### src/core/rtc_pkg.sv
package rtc_pkg;
    // register offsets on the internal register port
    localparam logic [7:0] ADDR_SEC   = 8'h10;
    localparam logic [7:0] ADDR_ASEC  = 8'h11;
    localparam logic [7:0] ADDR_MIN   = 8'h12;
    localparam logic [7:0] ADDR_AMIN  = 8'h13;
    localparam logic [7:0] ADDR_HR    = 8'h14;
    localparam logic [7:0] ADDR_AHR   = 8'h15;
    localparam logic [7:0] ADDR_WDAY  = 8'h16;
    localparam logic [7:0] ADDR_MDAY  = 8'h17;
    localparam logic [7:0] ADDR_MON   = 8'h18;
    localparam logic [7:0] ADDR_YEAR  = 8'h19;
    localparam logic [7:0] ADDR_STAT  = 8'h1A;
    localparam logic [7:0] ADDR_CTRL  = 8'h1B;
    localparam logic [7:0] ADDR_FLAG  = 8'h1C;
    // reset values and writable masks
    localparam logic [7:0] RST_ZERO   = 8'h00;
    localparam logic [7:0] RST_ONE    = 8'h01;
    localparam logic [7:0] RST_STAT   = 8'h20;
    localparam logic [7:0] RST_CTRL   = 8'h02;
    localparam logic [7:0] MSK_CTRL   = 8'hB6;
    localparam logic [7:0] MSK_SM     = 8'h7F;
    localparam logic [7:0] MSK_HR     = 8'hBF;
    // field positions
    localparam int B_HR24       = 1;
    localparam int B_BIN        = 2;
    localparam int B_UPD_IRQ_EN = 4;
    localparam int B_ALM_IRQ_EN = 5;
    localparam int B_SET        = 7;
    localparam int B_PM         = 7;
    localparam int B_UPD_FLAG   = 4;
    localparam int B_ALM_FLAG   = 5;
    localparam int B_TOP        = 7;
    // calendar limits, binary
    localparam logic [7:0] LIM_SM   = 8'h3B;
    localparam logic [7:0] LIM_H24  = 8'h17;
    localparam logic [7:0] LIM_H12  = 8'h0C;
    localparam logic [7:0] PRE_NOON = 8'h0B;
    localparam logic [7:0] LIM_WDAY = 8'h07;
    localparam logic [7:0] LIM_MON  = 8'h0C;
    localparam logic [7:0] LIM_YEAR = 8'h63;
    localparam logic [7:0] TEN      = 8'h0A;
    // month codes with short months, and days per month, binary
    localparam logic [7:0] MON_FEB   = 8'h02;
    localparam logic [7:0] MON_APR   = 8'h04;
    localparam logic [7:0] MON_JUN   = 8'h06;
    localparam logic [7:0] MON_SEP   = 8'h09;
    localparam logic [7:0] MON_NOV   = 8'h0B;
    localparam logic [7:0] DIM_FEB   = 8'h1C;
    localparam logic [7:0] DIM_LEAP  = 8'h1D;
    localparam logic [7:0] DIM_SHORT = 8'h1E;
    localparam logic [7:0] DIM_LONG  = 8'h1F;
    // timing
    localparam real CLK_MHZ      = 50.0;
    localparam real SLACK        = 0.001;
    localparam real SEC_S        = 1.0;
    localparam real PEND_LEAD_US = 244.1;
    localparam real UPD_US       = 30.5;
    localparam int  SEC_CYC  = int'(SEC_S * CLK_MHZ * 1.0e6);
    localparam int  LEAD_CYC = int'($ceil(PEND_LEAD_US * CLK_MHZ - SLACK));
    localparam int  UPD_CYC  = int'($ceil(UPD_US * CLK_MHZ - SLACK));
    // one register access, write or read
    typedef struct packed {
        logic       wr;
        logic       rd;
        logic [7:0] addr;
        logic [7:0] wdata;
    } reg_req_t;
endpackage

### src/core/rtc_time_calendar_regs.sv
`timescale 1ns/10ps
// Notes on behaviour
// - hour format bit: 0 is 12-hour, 1 is 24-hour; hours bit 7 is PM.
// - hours alarm bit 7 holds alarm PM, compared only in 12-hour format.
// - seconds/minutes alarms use bits 6:0, hours alarm bits 5:0.
// - weekday in bits 2:0, 1 Sunday to 7 Saturday, resets to 1.
// - day of month bits 5:0, month bits 4:0, both reset to 1.
// - month bit 7 is unsupported and always reads zero.
// - year uses bits 7:0, counts 0 to 99, resets to zero.
// - status bit 7 reads 1 while an update is pending or running.
// - control bit 2 selects BCD (0) or binary (1) counting.
// - control bit 4 lets the update-done flag raise the request.
// - control bit 5 lets the alarm flag raise the request.
// - control bit 7 aborts a running update and starts none.
// - with control bit 7 clear, counters advance once per second.
// - request flag equals alarm AND enable OR update-done AND enable.
// - alarm flag sets at update end only if all three fields match.
// - reading the flag register clears set flags; new events survive.
// - pending bit rises 244.1 us before increment, clears after compare.
module rtc_time_calendar_regs #(
    parameter int SEC_CYC  = rtc_pkg::SEC_CYC,
    parameter int LEAD_CYC = rtc_pkg::LEAD_CYC
) (
    // clock and reset
    input  logic              clk_i,
    input  logic              rst_n_i,
    // register port
    input  rtc_pkg::reg_req_t req_i,
    output logic [7:0]        rdata_o,
    // request level, same as flag bit 7
    output logic              irq_o
);
    import rtc_pkg::*;

    typedef enum logic [1:0] {ST_RUN, ST_PEND, ST_UPD} phase_t;

    // the lead must outlast the eight-cycle lead check; lead plus update fit in one second
    if (LEAD_CYC < 9 || UPD_CYC < 1 || LEAD_CYC + UPD_CYC >= SEC_CYC) begin : g_chk
        $error("second too short for lead and update window");
    end

    logic       rst_meta_reg;
    logic       rst_sync_n;
    phase_t     phase_reg;
    logic [31:0] sec_cnt_reg;
    logic [31:0] upd_cnt_reg;
    logic [6:0] sec_reg, asec_reg, min_reg, amin_reg;
    logic [7:0] hr_reg, ahr_reg, year_reg, ctrl_reg;
    logic [2:0] wday_reg;
    logic [5:0] mday_reg;
    logic [4:0] mon_reg;
    logic       alarm_flag_reg, update_done_flag_reg;
    logic       bcd, hr24, set_mode, inc_pulse, upd_end, flg_rd;
    logic       alarm_s_match, alarm_m_match, alarm_h_match, all_match;
    logic       rtc_irq_request, update_pending_flag;
    logic [7:0] rd_mux;
    logic [7:0] s_b, m_b, h_b, d_b, mo_b, y_b, dim;
    logic       c_min, c_hr, c_day, c_mon, c_yr;
    logic [7:0] sec_nx, min_nx, hr_nx, mday_nx, mon_nx, year_nx;
    logic [2:0] wday_nx;

    // reset: asserted at once, released through two flops
    always_ff @(posedge clk_i or negedge rst_n_i) begin
        if (!rst_n_i) begin
            rst_meta_reg <= 1'b0;
            rst_sync_n   <= 1'b0;
        end else begin
            rst_meta_reg <= 1'b1;
            rst_sync_n   <= rst_meta_reg;
        end
    end

    function automatic logic [7:0] to_bin(input logic [7:0] v, input logic is_bcd);
        return is_bcd ? 8'({4'h0, v[7:4]} * TEN + {4'h0, v[3:0]}) : v;
    endfunction

    function automatic logic [7:0] to_fmt(input logic [7:0] b, input logic is_bcd);
        return is_bcd ? {4'(b / TEN), 4'(b % TEN)} : b;
    endfunction

    // control decode
    assign bcd       = ~ctrl_reg[B_BIN];
    assign hr24      = ctrl_reg[B_HR24];
    assign set_mode  = ctrl_reg[B_SET];
    assign inc_pulse = (phase_reg == ST_PEND) && (sec_cnt_reg == 32'(SEC_CYC - 1));
    // set mode aborts a closing update too, so the aborted update raises no flag
    assign upd_end   = (phase_reg == ST_UPD) && (upd_cnt_reg == 32'(UPD_CYC - 1)) && !set_mode;
    assign flg_rd    = req_i.rd && (req_i.addr == ADDR_FLAG);
    assign update_pending_flag = (phase_reg != ST_RUN);

    // alarm compare; pm bit only counts in 12-hour format
    assign alarm_s_match = (sec_reg == asec_reg);
    assign alarm_m_match = (min_reg == amin_reg);
    assign alarm_h_match = hr24 ? (hr_reg[5:0] == ahr_reg[5:0])
                                : (hr_reg == ahr_reg);
    assign all_match     = alarm_s_match && alarm_m_match && alarm_h_match;

    // request flag is a pure function of flags and enables
    assign rtc_irq_request = (alarm_flag_reg & ctrl_reg[B_ALM_IRQ_EN])
                           | (update_done_flag_reg & ctrl_reg[B_UPD_IRQ_EN]);
    assign irq_o = rtc_irq_request;

    // one-second rollover, worked in binary then returned to the chosen format
    always_comb begin
        s_b  = to_bin({1'b0, sec_reg}, bcd);
        m_b  = to_bin({1'b0, min_reg}, bcd);
        h_b  = to_bin({2'b00, hr_reg[5:0]}, bcd);
        d_b  = to_bin({2'b00, mday_reg}, bcd);
        mo_b = to_bin({3'b000, mon_reg}, bcd);
        y_b  = to_bin(year_reg, bcd);
        case (mo_b)
            MON_FEB: dim = (y_b[1:0] == 2'b00) ? DIM_LEAP : DIM_FEB;
            MON_APR, MON_JUN, MON_SEP, MON_NOV: dim = DIM_SHORT;
            default: dim = DIM_LONG;
        endcase
        c_min  = (s_b >= LIM_SM);
        c_hr   = c_min && (m_b >= LIM_SM);
        sec_nx = to_fmt(c_min ? RST_ZERO : 8'(s_b + 8'h01), bcd);
        min_nx = c_min ? to_fmt(c_hr ? RST_ZERO : 8'(m_b + 8'h01), bcd)
                       : {1'b0, min_reg};
        hr_nx  = hr_reg;
        c_day  = 1'b0;
        if (c_hr && hr24) begin
            c_day = (h_b >= LIM_H24);
            hr_nx = to_fmt(c_day ? RST_ZERO : 8'(h_b + 8'h01), bcd);
        end else if (c_hr) begin
            // 11 to 12 flips am/pm; pm 11 to am 12 starts a new day
            c_day = (h_b == PRE_NOON) && hr_reg[B_PM];
            hr_nx = to_fmt((h_b >= LIM_H12) ? RST_ONE : 8'(h_b + 8'h01), bcd);
            hr_nx[B_PM] = hr_reg[B_PM] ^ (h_b == PRE_NOON);
        end
        c_mon  = c_day && (d_b >= dim);
        c_yr   = c_mon && (mo_b >= LIM_MON);
        wday_nx = !c_day ? wday_reg
                : (wday_reg >= LIM_WDAY[2:0]) ? RST_ONE[2:0] : 3'(wday_reg + 3'd1);
        mday_nx = !c_day ? {2'b00, mday_reg}
               : to_fmt(c_mon ? RST_ONE : 8'(d_b + 8'h01), bcd);
        mon_nx = !c_mon ? {3'b000, mon_reg}
               : to_fmt(c_yr ? RST_ONE : 8'(mo_b + 8'h01), bcd);
        year_nx = !c_yr ? year_reg
                : to_fmt((y_b >= LIM_YEAR) ? RST_ZERO : 8'(y_b + 8'h01), bcd);
    end

    // read mux; reserved bits come back as zero
    assign rd_mux =
        (req_i.addr == ADDR_SEC)  ? {1'b0, sec_reg}  :
        (req_i.addr == ADDR_ASEC) ? {1'b0, asec_reg} :
        (req_i.addr == ADDR_MIN)  ? {1'b0, min_reg}  :
        (req_i.addr == ADDR_AMIN) ? {1'b0, amin_reg} :
        (req_i.addr == ADDR_HR)   ? hr_reg           :
        (req_i.addr == ADDR_AHR)  ? ahr_reg          :
        (req_i.addr == ADDR_WDAY) ? {5'b00000, wday_reg} :
        (req_i.addr == ADDR_MDAY) ? {2'b00, mday_reg} :
        (req_i.addr == ADDR_MON)  ? {3'b000, mon_reg} :
        (req_i.addr == ADDR_YEAR) ? year_reg         :
        (req_i.addr == ADDR_STAT) ? (RST_STAT | {update_pending_flag, 7'h00}) :
        (req_i.addr == ADDR_CTRL) ? ctrl_reg         :
        (req_i.addr == ADDR_FLAG) ? {rtc_irq_request, 1'b0, alarm_flag_reg,
                                     update_done_flag_reg, 4'h0} :
        RST_ZERO;

    // read data holds until the next read
    always_ff @(posedge clk_i or negedge rst_sync_n) begin
        if (!rst_sync_n) begin
            rdata_o <= RST_ZERO;
        end else if (req_i.rd) begin
            rdata_o <= rd_mux;
        end
    end

    // second divider and update phase; set mode parks it and drops pending
    always_ff @(posedge clk_i or negedge rst_sync_n) begin
        if (!rst_sync_n) begin
            phase_reg   <= ST_RUN;
            sec_cnt_reg <= '0;
            upd_cnt_reg <= '0;
        end else if (set_mode) begin
            phase_reg   <= ST_RUN;
            sec_cnt_reg <= '0;
            upd_cnt_reg <= '0;
        end else begin
            sec_cnt_reg <= (sec_cnt_reg == 32'(SEC_CYC - 1)) ? '0 : sec_cnt_reg + 32'd1;
            upd_cnt_reg <= (phase_reg == ST_UPD) ? upd_cnt_reg + 32'd1 : '0;
            case (phase_reg)
                ST_RUN:  if (sec_cnt_reg == 32'(SEC_CYC - LEAD_CYC - 1)) begin
                    phase_reg <= ST_PEND;
                end
                ST_PEND: if (inc_pulse) begin
                    phase_reg <= ST_UPD;
                end
                ST_UPD:  if (upd_end) begin
                    phase_reg <= ST_RUN;
                end
                default: phase_reg <= ST_RUN;
            endcase
        end
    end

    // flags: a new event wins over the clear of a flag read
    always_ff @(posedge clk_i or negedge rst_sync_n) begin
        if (!rst_sync_n) begin
            alarm_flag_reg       <= 1'b0;
            update_done_flag_reg <= 1'b0;
        end else begin
            // an event in the read cycle survives the clear, so no event is lost
            alarm_flag_reg <= (alarm_flag_reg & ~flg_rd) | (upd_end & all_match);
            update_done_flag_reg <= (update_done_flag_reg & ~flg_rd) | upd_end;
        end
    end

    // counters and settings; a software write overrides the same-cycle increment
    always_ff @(posedge clk_i or negedge rst_sync_n) begin
        if (!rst_sync_n) begin
            sec_reg  <= RST_ZERO[6:0];
            asec_reg <= RST_ZERO[6:0];
            min_reg  <= RST_ZERO[6:0];
            amin_reg <= RST_ZERO[6:0];
            hr_reg   <= RST_ZERO;
            ahr_reg  <= RST_ZERO;
            wday_reg <= RST_ONE[2:0];
            mday_reg <= RST_ONE[5:0];
            mon_reg  <= RST_ONE[4:0];
            year_reg <= RST_ZERO;
            ctrl_reg <= RST_CTRL;
        end else begin
            if (inc_pulse && !set_mode) begin
                sec_reg  <= sec_nx[6:0];
                min_reg  <= min_nx[6:0];
                hr_reg   <= hr_nx;
                wday_reg <= wday_nx;
                mday_reg <= mday_nx[5:0];
                mon_reg  <= mon_nx[4:0];
                year_reg <= year_nx;
            end
            if (req_i.wr) begin
                case (req_i.addr)
                    ADDR_SEC:  sec_reg  <= req_i.wdata[6:0];
                    ADDR_ASEC: asec_reg <= req_i.wdata[6:0];
                    ADDR_MIN:  min_reg  <= req_i.wdata[6:0];
                    ADDR_AMIN: amin_reg <= req_i.wdata[6:0];
                    ADDR_HR:   hr_reg   <= req_i.wdata & MSK_HR;
                    ADDR_AHR:  ahr_reg  <= req_i.wdata & MSK_HR;
                    ADDR_WDAY: wday_reg <= req_i.wdata[2:0];
                    ADDR_MDAY: mday_reg <= req_i.wdata[5:0];
                    ADDR_MON:  mon_reg  <= req_i.wdata[4:0];
                    ADDR_YEAR: year_reg <= req_i.wdata;
                    ADDR_CTRL: ctrl_reg <= req_i.wdata & MSK_CTRL;
                    default:   ;                          // status, flags: read only
                endcase
            end
        end
    end
endmodule // rtc_time_calendar_regs

### config.mk
export PLATFORM = sky130hd
export DESIGN_NAME = rtc_time_calendar_regs
export DESIGN_NICKNAME = d
export VERILOG_FILES = /design/src/core/rtc_pkg.sv /design/src/core/rtc_time_calendar_regs.sv
export SDC_FILE = /design/constraint.sdc
export NUM_CORES = 1
export LEC_CHECK = 0
export ABC_AREA = 1
export BUFFER_PORTS_ARGS = -buffer_cell sky130_fd_sc_hd__buf_2
export CAP_MARGIN = 20
export CORE_ASPECT_RATIO = 1.2
export CORE_UTILIZATION = 30
export CTS_CLUSTER_DIAMETER = 150
export DETAILED_ROUTE_END_ITERATION = 10
export SETUP_SLACK_MARGIN = 0.1
export SLEW_MARGIN = 30
export SYNTH_ARGS = -nofsm -noshare
export SYNTH_HDL_FRONTEND = slang
export SYNTH_SLANG_ARGS = --single-unit
### constraint.sdc
create_clock -name clk_i -period 12.44 [get_ports clk_i]
set_clock_uncertainty 0.15 [all_clocks]
set_input_delay 0.622 -clock clk_i [delete_from_list [all_inputs] [get_ports clk_i]]
set_output_delay 0.622 -clock clk_i [all_outputs]
set_load 0.005 [all_outputs]
### Word-level counts from Yosys, hierarchy flattened

Cells that the tools add are included.

* register bits: 148
* bits of input ports: 20
* logic and storage cells: 201

* $lt $le $gt $ge: 8
* divide/modulo/power cells: 14
* eq/ne operators: 31
* $mul: 6
* bitwise operators: 10
* reductions and logical operators: 22
* add/subtract/negate cells: 15
* muxes and demuxes: 76

Operators by type and width (count)
* 8-bit 2-to-1 mux: 33
* 32-bit 2-to-1 mux: 4
* 8-bit by 5-bit == test with 1-bit output (second input constant): 13
* 7-bit 2-to-1 mux: 13
* 32-bit by 1-bit adder with 32-bit output (second input constant): 2
* 32-bit by 26-bit == test with 1-bit output (second input constant): 2
* 8-bit by 4-bit divider with 8-bit output (second input constant): 7
* 8-bit by 4-bit remainder unit with 8-bit output (second input constant): 7
* 6-bit 2-to-1 mux: 6
* 32-bit by 11-bit == test with 1-bit output (second input constant): 1
* 5-bit 2-to-1 mux: 5
* 8-bit by 1-bit adder with 8-bit output (second input constant): 3
* 7-bit by 1-bit adder with 8-bit output (second input constant): 2
* 7-bit by 4-bit adder with 8-bit output: 2
* 8-bit by 6-bit greater-or-equal comparator with 1-bit output (second input constant): 2
* 3-bit 2-to-1 mux: 5
* 6-bit by 4-bit adder with 7-bit output: 2
* 7-bit == test: 2
* 6-bit by 3-bit == test with 1-bit output (second input constant): 2
* 6-bit by 4-bit == test with 1-bit output (second input constant): 2
* 1-bit logical AND: 12
* 3-bit by 3-bit multiplier with 6-bit output (second input constant): 2
* 2-bit by 3-bit multiplier with 5-bit output (second input constant): 2
* 3-bit != test (second input constant): 3
* other kinds (32): 48

### Longest topological paths before layout

* depth in word-level cells: 16
* gate-level depth with buffers: 47
* gate-level depth less buffers: 46

### Worst setup path before layout

OpenSTA, ideal clock, no wires.

* path kind: reg2reg
* start: register ctrl_reg[2]
* end: register mday_reg[3]
* path buffers: 3
* path slack: 7160 ps
* cell stages (with the launch flop): 45
* data arrival time: 5007 ps
* required time: 12168 ps
* cells stage by stage: dfrtp_1 -> buf_6 -> buf_8 -> buf_6 -> o21ai_0 -> inv_1 -> ha_1 -> o32ai_1 -> nor3b_1 -> a21oi_1 -> ha_1 -> inv_1 -> nand2_1 -> a21oi_1 -> nor2_1 -> a21oi_2 -> inv_1 -> nand2_2 -> [... 9 more ...] -> ha_1 -> inv_1 -> nand4_1 -> nand2_1 -> nand2_1 -> nand2_1 -> nand3_1 -> nand2_2 -> nor2_4 -> nand3_1 -> nand2_1 -> inv_1 -> ha_1 -> xor2_1 -> nand2_1 -> nand3_1 -> nand2_1 -> a21oi_1

* word-level cells in the longest chain between the ends: 13
* elaborated cells between the ends (all ways): 34
* those cells by class: 1 x add/sub; 1 x div; 4 x order compare; 6 x eq/ne; 16 x mux; 6 x reduce/logical

Ends and longest elaborated chain
* from (decl): RTL line rtc_time_calendar_regs.sv:48 `logic [7:0] hr_reg, ahr_reg, year_reg, ctrl_reg;`
* from (signal assigned): RTL line rtc_time_calendar_regs.sv:247 `ADDR_CTRL: ctrl_reg <= req_i.wdata & MSK_CTRL;`
* 6-bit 2-to-1 mux (tied with other cells): RTL line rtc_time_calendar_regs.sv:74 `return is_bcd ? 8'({4'h0, v[7:4]} * TEN + {4'h0, v[3:0]}) : v;`
* 6-bit by 3-bit == test with 1-bit output (tied with other cells): RTL line rtc_time_calendar_regs.sv:111 `case (mo_b)`
* 4-bit OR reduction (tied with other cells): RTL line rtc_time_calendar_regs.sv:111
* 2-bit case mux with 2 select lines (tied with other cells): RTL line rtc_time_calendar_regs.sv:111
* 7-bit by 8-bit greater-or-equal comparator with 1-bit output / 1-bit 2-to-1 mux (equally long branches): RTL line rtc_time_calendar_regs.sv:132, rtc_time_calendar_regs.sv:123
* 1-bit logical AND: RTL line rtc_time_calendar_regs.sv:132 `c_mon = c_day && (d_b >= dim);`
* 8-bit 2-to-1 mux: RTL line rtc_time_calendar_regs.sv:137 `: to_fmt(c_mon ? RST_ONE : 8'(d_b + 8'h01), bcd);`
* 8-bit by 4-bit remainder unit with 8-bit output: RTL line rtc_time_calendar_regs.sv:78 `return is_bcd ? {4'(b / TEN), 4'(b % TEN)} : b;`
* 6-bit 2-to-1 mux: RTL line rtc_time_calendar_regs.sv:78
* 6-bit 2-to-1 mux *: RTL line rtc_time_calendar_regs.sv:136 `mday_nx = !c_day ? {2'b00, mday_reg}`
* 6-bit 2-to-1 mux *: RTL line rtc_time_calendar_regs.sv:226 `if (inc_pulse && !set_mode) begin`
* 6-bit 2-to-1 mux: RTL line rtc_time_calendar_regs.sv:236 `case (req_i.addr)`
* 6-bit 2-to-1 mux *: RTL line rtc_time_calendar_regs.sv:235 `if (req_i.wr) begin`
* to (signal assigned): RTL line rtc_time_calendar_regs.sv:221 `mday_reg <= RST_ONE[5:0];`
* to (signal assigned): RTL line rtc_time_calendar_regs.sv:231 `mday_reg <= mday_nx[5:0];`
* to (signal assigned): RTL line rtc_time_calendar_regs.sv:244 `ADDR_MDAY: mday_reg <= req_i.wdata[5:0];`
* to (decl): RTL line rtc_time_calendar_regs.sv:50 `logic [5:0] mday_reg;`

Mark *: on every way between the ends. The rest lies on a longest branch, timed or not.
A chain may end at the register's enable or synchronous reset.

### Worst setup path in the final report

Ends and elaborated chain as after synthesis.

==> impl_metrics.tcl <==
set metrics [dict create \
    status "complete, but fails checks" \
    failed_checks "DRC" \
    synth.most_common_cell "nand2_1" \
    maxSlewViolCount 0 \
    wl_met2_um 15900 \
    cts_sinks 148 \
    worstPathMaxFanout 67 \
    yosys.area_share.adder 0.0702 \
    synthFlopType "dfrtp_1" \
    muxShareOfSynthArea 0 \
    path_clk_slew_ns 0.07 \
    start_util 0.304 \
    synth_area_leaders "dfrtp_1, nand2_1, inv_1" \
    avgSynthCellArea_um2 6.93 \
    drv_cap 0 \
    dp.cells 2269 \
    post-route-min-period_ns 6.07 \
    final_antenna_net_count 0 \
    crit-reg2reg-launch "ctrl_reg[2]" \
    async_reset_ff_frac 1.00 \
    die_w_um 185 \
    synth_simple_gate_area_frac 0.303 \
    cts-root-buf "clkbuf_16" \
    cts_tree "built" \
    yosys.area.top_type "dfrtp_1" \
    required_ns 12.61 \
    first_global_vias 11100 \
    yosysSeqAreaShare 0.308 \
    cts-resized-gates 0 \
    stdcell_area_um2 13300 \
    whs_ns 0.0600 \
    place_area_um2 12700 \
    period_share 0.488 \
    core_region_area_um2 39600 \
    numCtsBuffers 17 \
    wl_met3_um 1190 \
    crit_buf_inv 8 \
    finalSetupTns_ns 0 \
    wl_um 32500 \
    synthesis.nets 1822 \
    die-area_um2 41000 \
    avgRoutedWirePerCell_um 14.1 \
    synth-edff-count 0 \
    grt_setup_unrepaired "no" \
    syn2layout_area_growth_pct 10.2 \
    io-pin-count 29 \
    port_buffers 28 \
    drt-pass1-iter-count 8 \
    power_density_nw_per_um2 124 \
    drc 2 \
    synth_seq_cells 148 \
    critPathMaxStageDelay_ns 0.60 \
    cts.htree.levels 4 \
    viasPerCell 4.98 \
    num_vias 11500 \
    nets 1840 \
    setup_viol 0 \
    finalHoldViolations 0 \
    post-dp-hpwl_um 24900 \
    synth_common_cells "nand2_1, inv_1, nor2_1" \
    synth_top_family_by_area "simple AND/OR/NAND/NOR gates" \
    num_rows 80 \
    grt_pass1_wl_um 54400 \
    gr-total-overflow 0 \
    synth-xor-area-share 0.0378 \
    gp_congestion 0.883 \
    chipHeight_um 221 \
    worst_pin_slew_ns 0.817 \
    m1WireLength_um 14100 \
    clk_latency_ns 0.43 \
    max_freq_mhz 165 \
    n_fill_cell 4293 \
    multi_input_area_um2 7050 \
    cp-start-kind "register" \
    slew_headroom 0.453 \
    slowest_stage "buf_4" \
    synth-compound-area-share 0.174 \
    end_kind "register" \
    drt-initial-drc-count 626 \
    setup_slack_ns 6.37 \
    ys_types 64 \
    cpLargestDelayFamily "simple AND/OR/NAND/NOR gates" \
    critPathLaunch "ctrl_reg[2]" \
    hp-class "reg -> async" \
    place_worst_setup_slack_ns 6.38 \
    arrival_ns 6.24 \
    leakagePower_uw 0.00636 \
    synthCells 1738 \
    grt_max_degree 77 \
    routed.top_layer "met5" \
    synth_top_area_frac 0.299 \
    drive_above_1_share 0.0978 \
    antenna_found_initial 3 \
    regArea_um2 3710 \
    grtUsageTotal 0.165 \
    synth_area_um2 12000 \
    ir_worst_vdd_mv 0.0977 \
    fin_cells 2303 \
    criticalPathCategory "reg -> reg" \
    yosysWarnings 0 \
    ctsLongestPathBuffers 2 \
]
through the flow:
stage                     power [µW]   util
final                           1650  0.335
after CTS                       1660  0.335
after floorplan                 1030      -
after detailed placement        1150  0.320
after global routing            1780  0.335
after global placement          1140  0.320
cell type report:
cell class	instances	area share
multi-input combinational	1269	0.531
sequential	148	0.280
inverter	287	0.0813
tap	533	0.0503
clock buffer	19	0.0334
timing repair buffer	33	0.0139
clock inverter	13	0.00962
antenna	1	0.000189
cells in the final DEF (no fill, tap or decap), types with 4 or more instances in the layout:
cell / n
a21oi_1: 121
o21ai_1: 7
o21ai_0: 117
nand3_1: 125
inv_1: 274
a31oi_1: 14
dfstp_2: 4
nor4_1: 12
a221oi_1: 6
nor2_1: 163
nand2_1: 351
nor3b_1: 4
or2_2: 8
nand2_2: 33
nor3_1: 32
nand2_4: 5
xnor2_1: 27
inv_2: 12
a21oi_2: 7
o22ai_1: 5
nor2_2: 6
o211ai_1: 13
dfrtp_1: 142
o21ai_2: 6
o21a_1: 9
clkbuf_16: 17
ha_1: 58
xor2_1: 25
clkinvlp_4: 5
o2111ai_1: 4
nor2_4: 5
buf_2: 28
nand3_2: 11
nand4_1: 30
a22oi_1: 21
fa_1: 6
routing by layer:
| layer | vias up | track usage |
|---|---|---|
| met5 | - | 0 |
| met4 | 4 | 0.0720 |
| met3 | 66 | 0.0245 |
| met2 | 231 | 0.287 |
| met1 | 5381 | 0.200 |
| li1 | 5792 | - |
kinds of logic (layout without fill, tap and decap cells):
logic type	after synthesis	after routing
flops	148	148
simple gates	798	798
other cells	1	2
fa+ha+maj	64	64
compound gates	354	354
xor+xnor	52	52
buf+inv	321	352
what timing repair did:
item                       in CTS  in global routing
hold endpoints to repair        2                  0
setup buffers                   0                  0
hold buffers                    1                  0
setup endpoints to repair       0                  0
where the power goes:
part	switching, µW	internal (µW)	total, µW
Clock	218	283	501
Sequential	41.3	515	556
Combinational	384	206	590
Total	643	1000	1650
final timing paths:
kind                            cells past startpoint               to  slack (ns)
worst max-delay path                               42      mday_reg[3]        6.37
worst min-delay path                                0  sec_cnt_reg[23]        0.06
worst max register to register                     42      mday_reg[3]        6.37
worst min register to register                      0  sec_cnt_reg[23]        0.06
max in group asynchronous                           2       mon_reg[3]       10.43
min in group clk_i                                  0       rst_sync_n        0.21
Power figures use the tool's default switching activity.
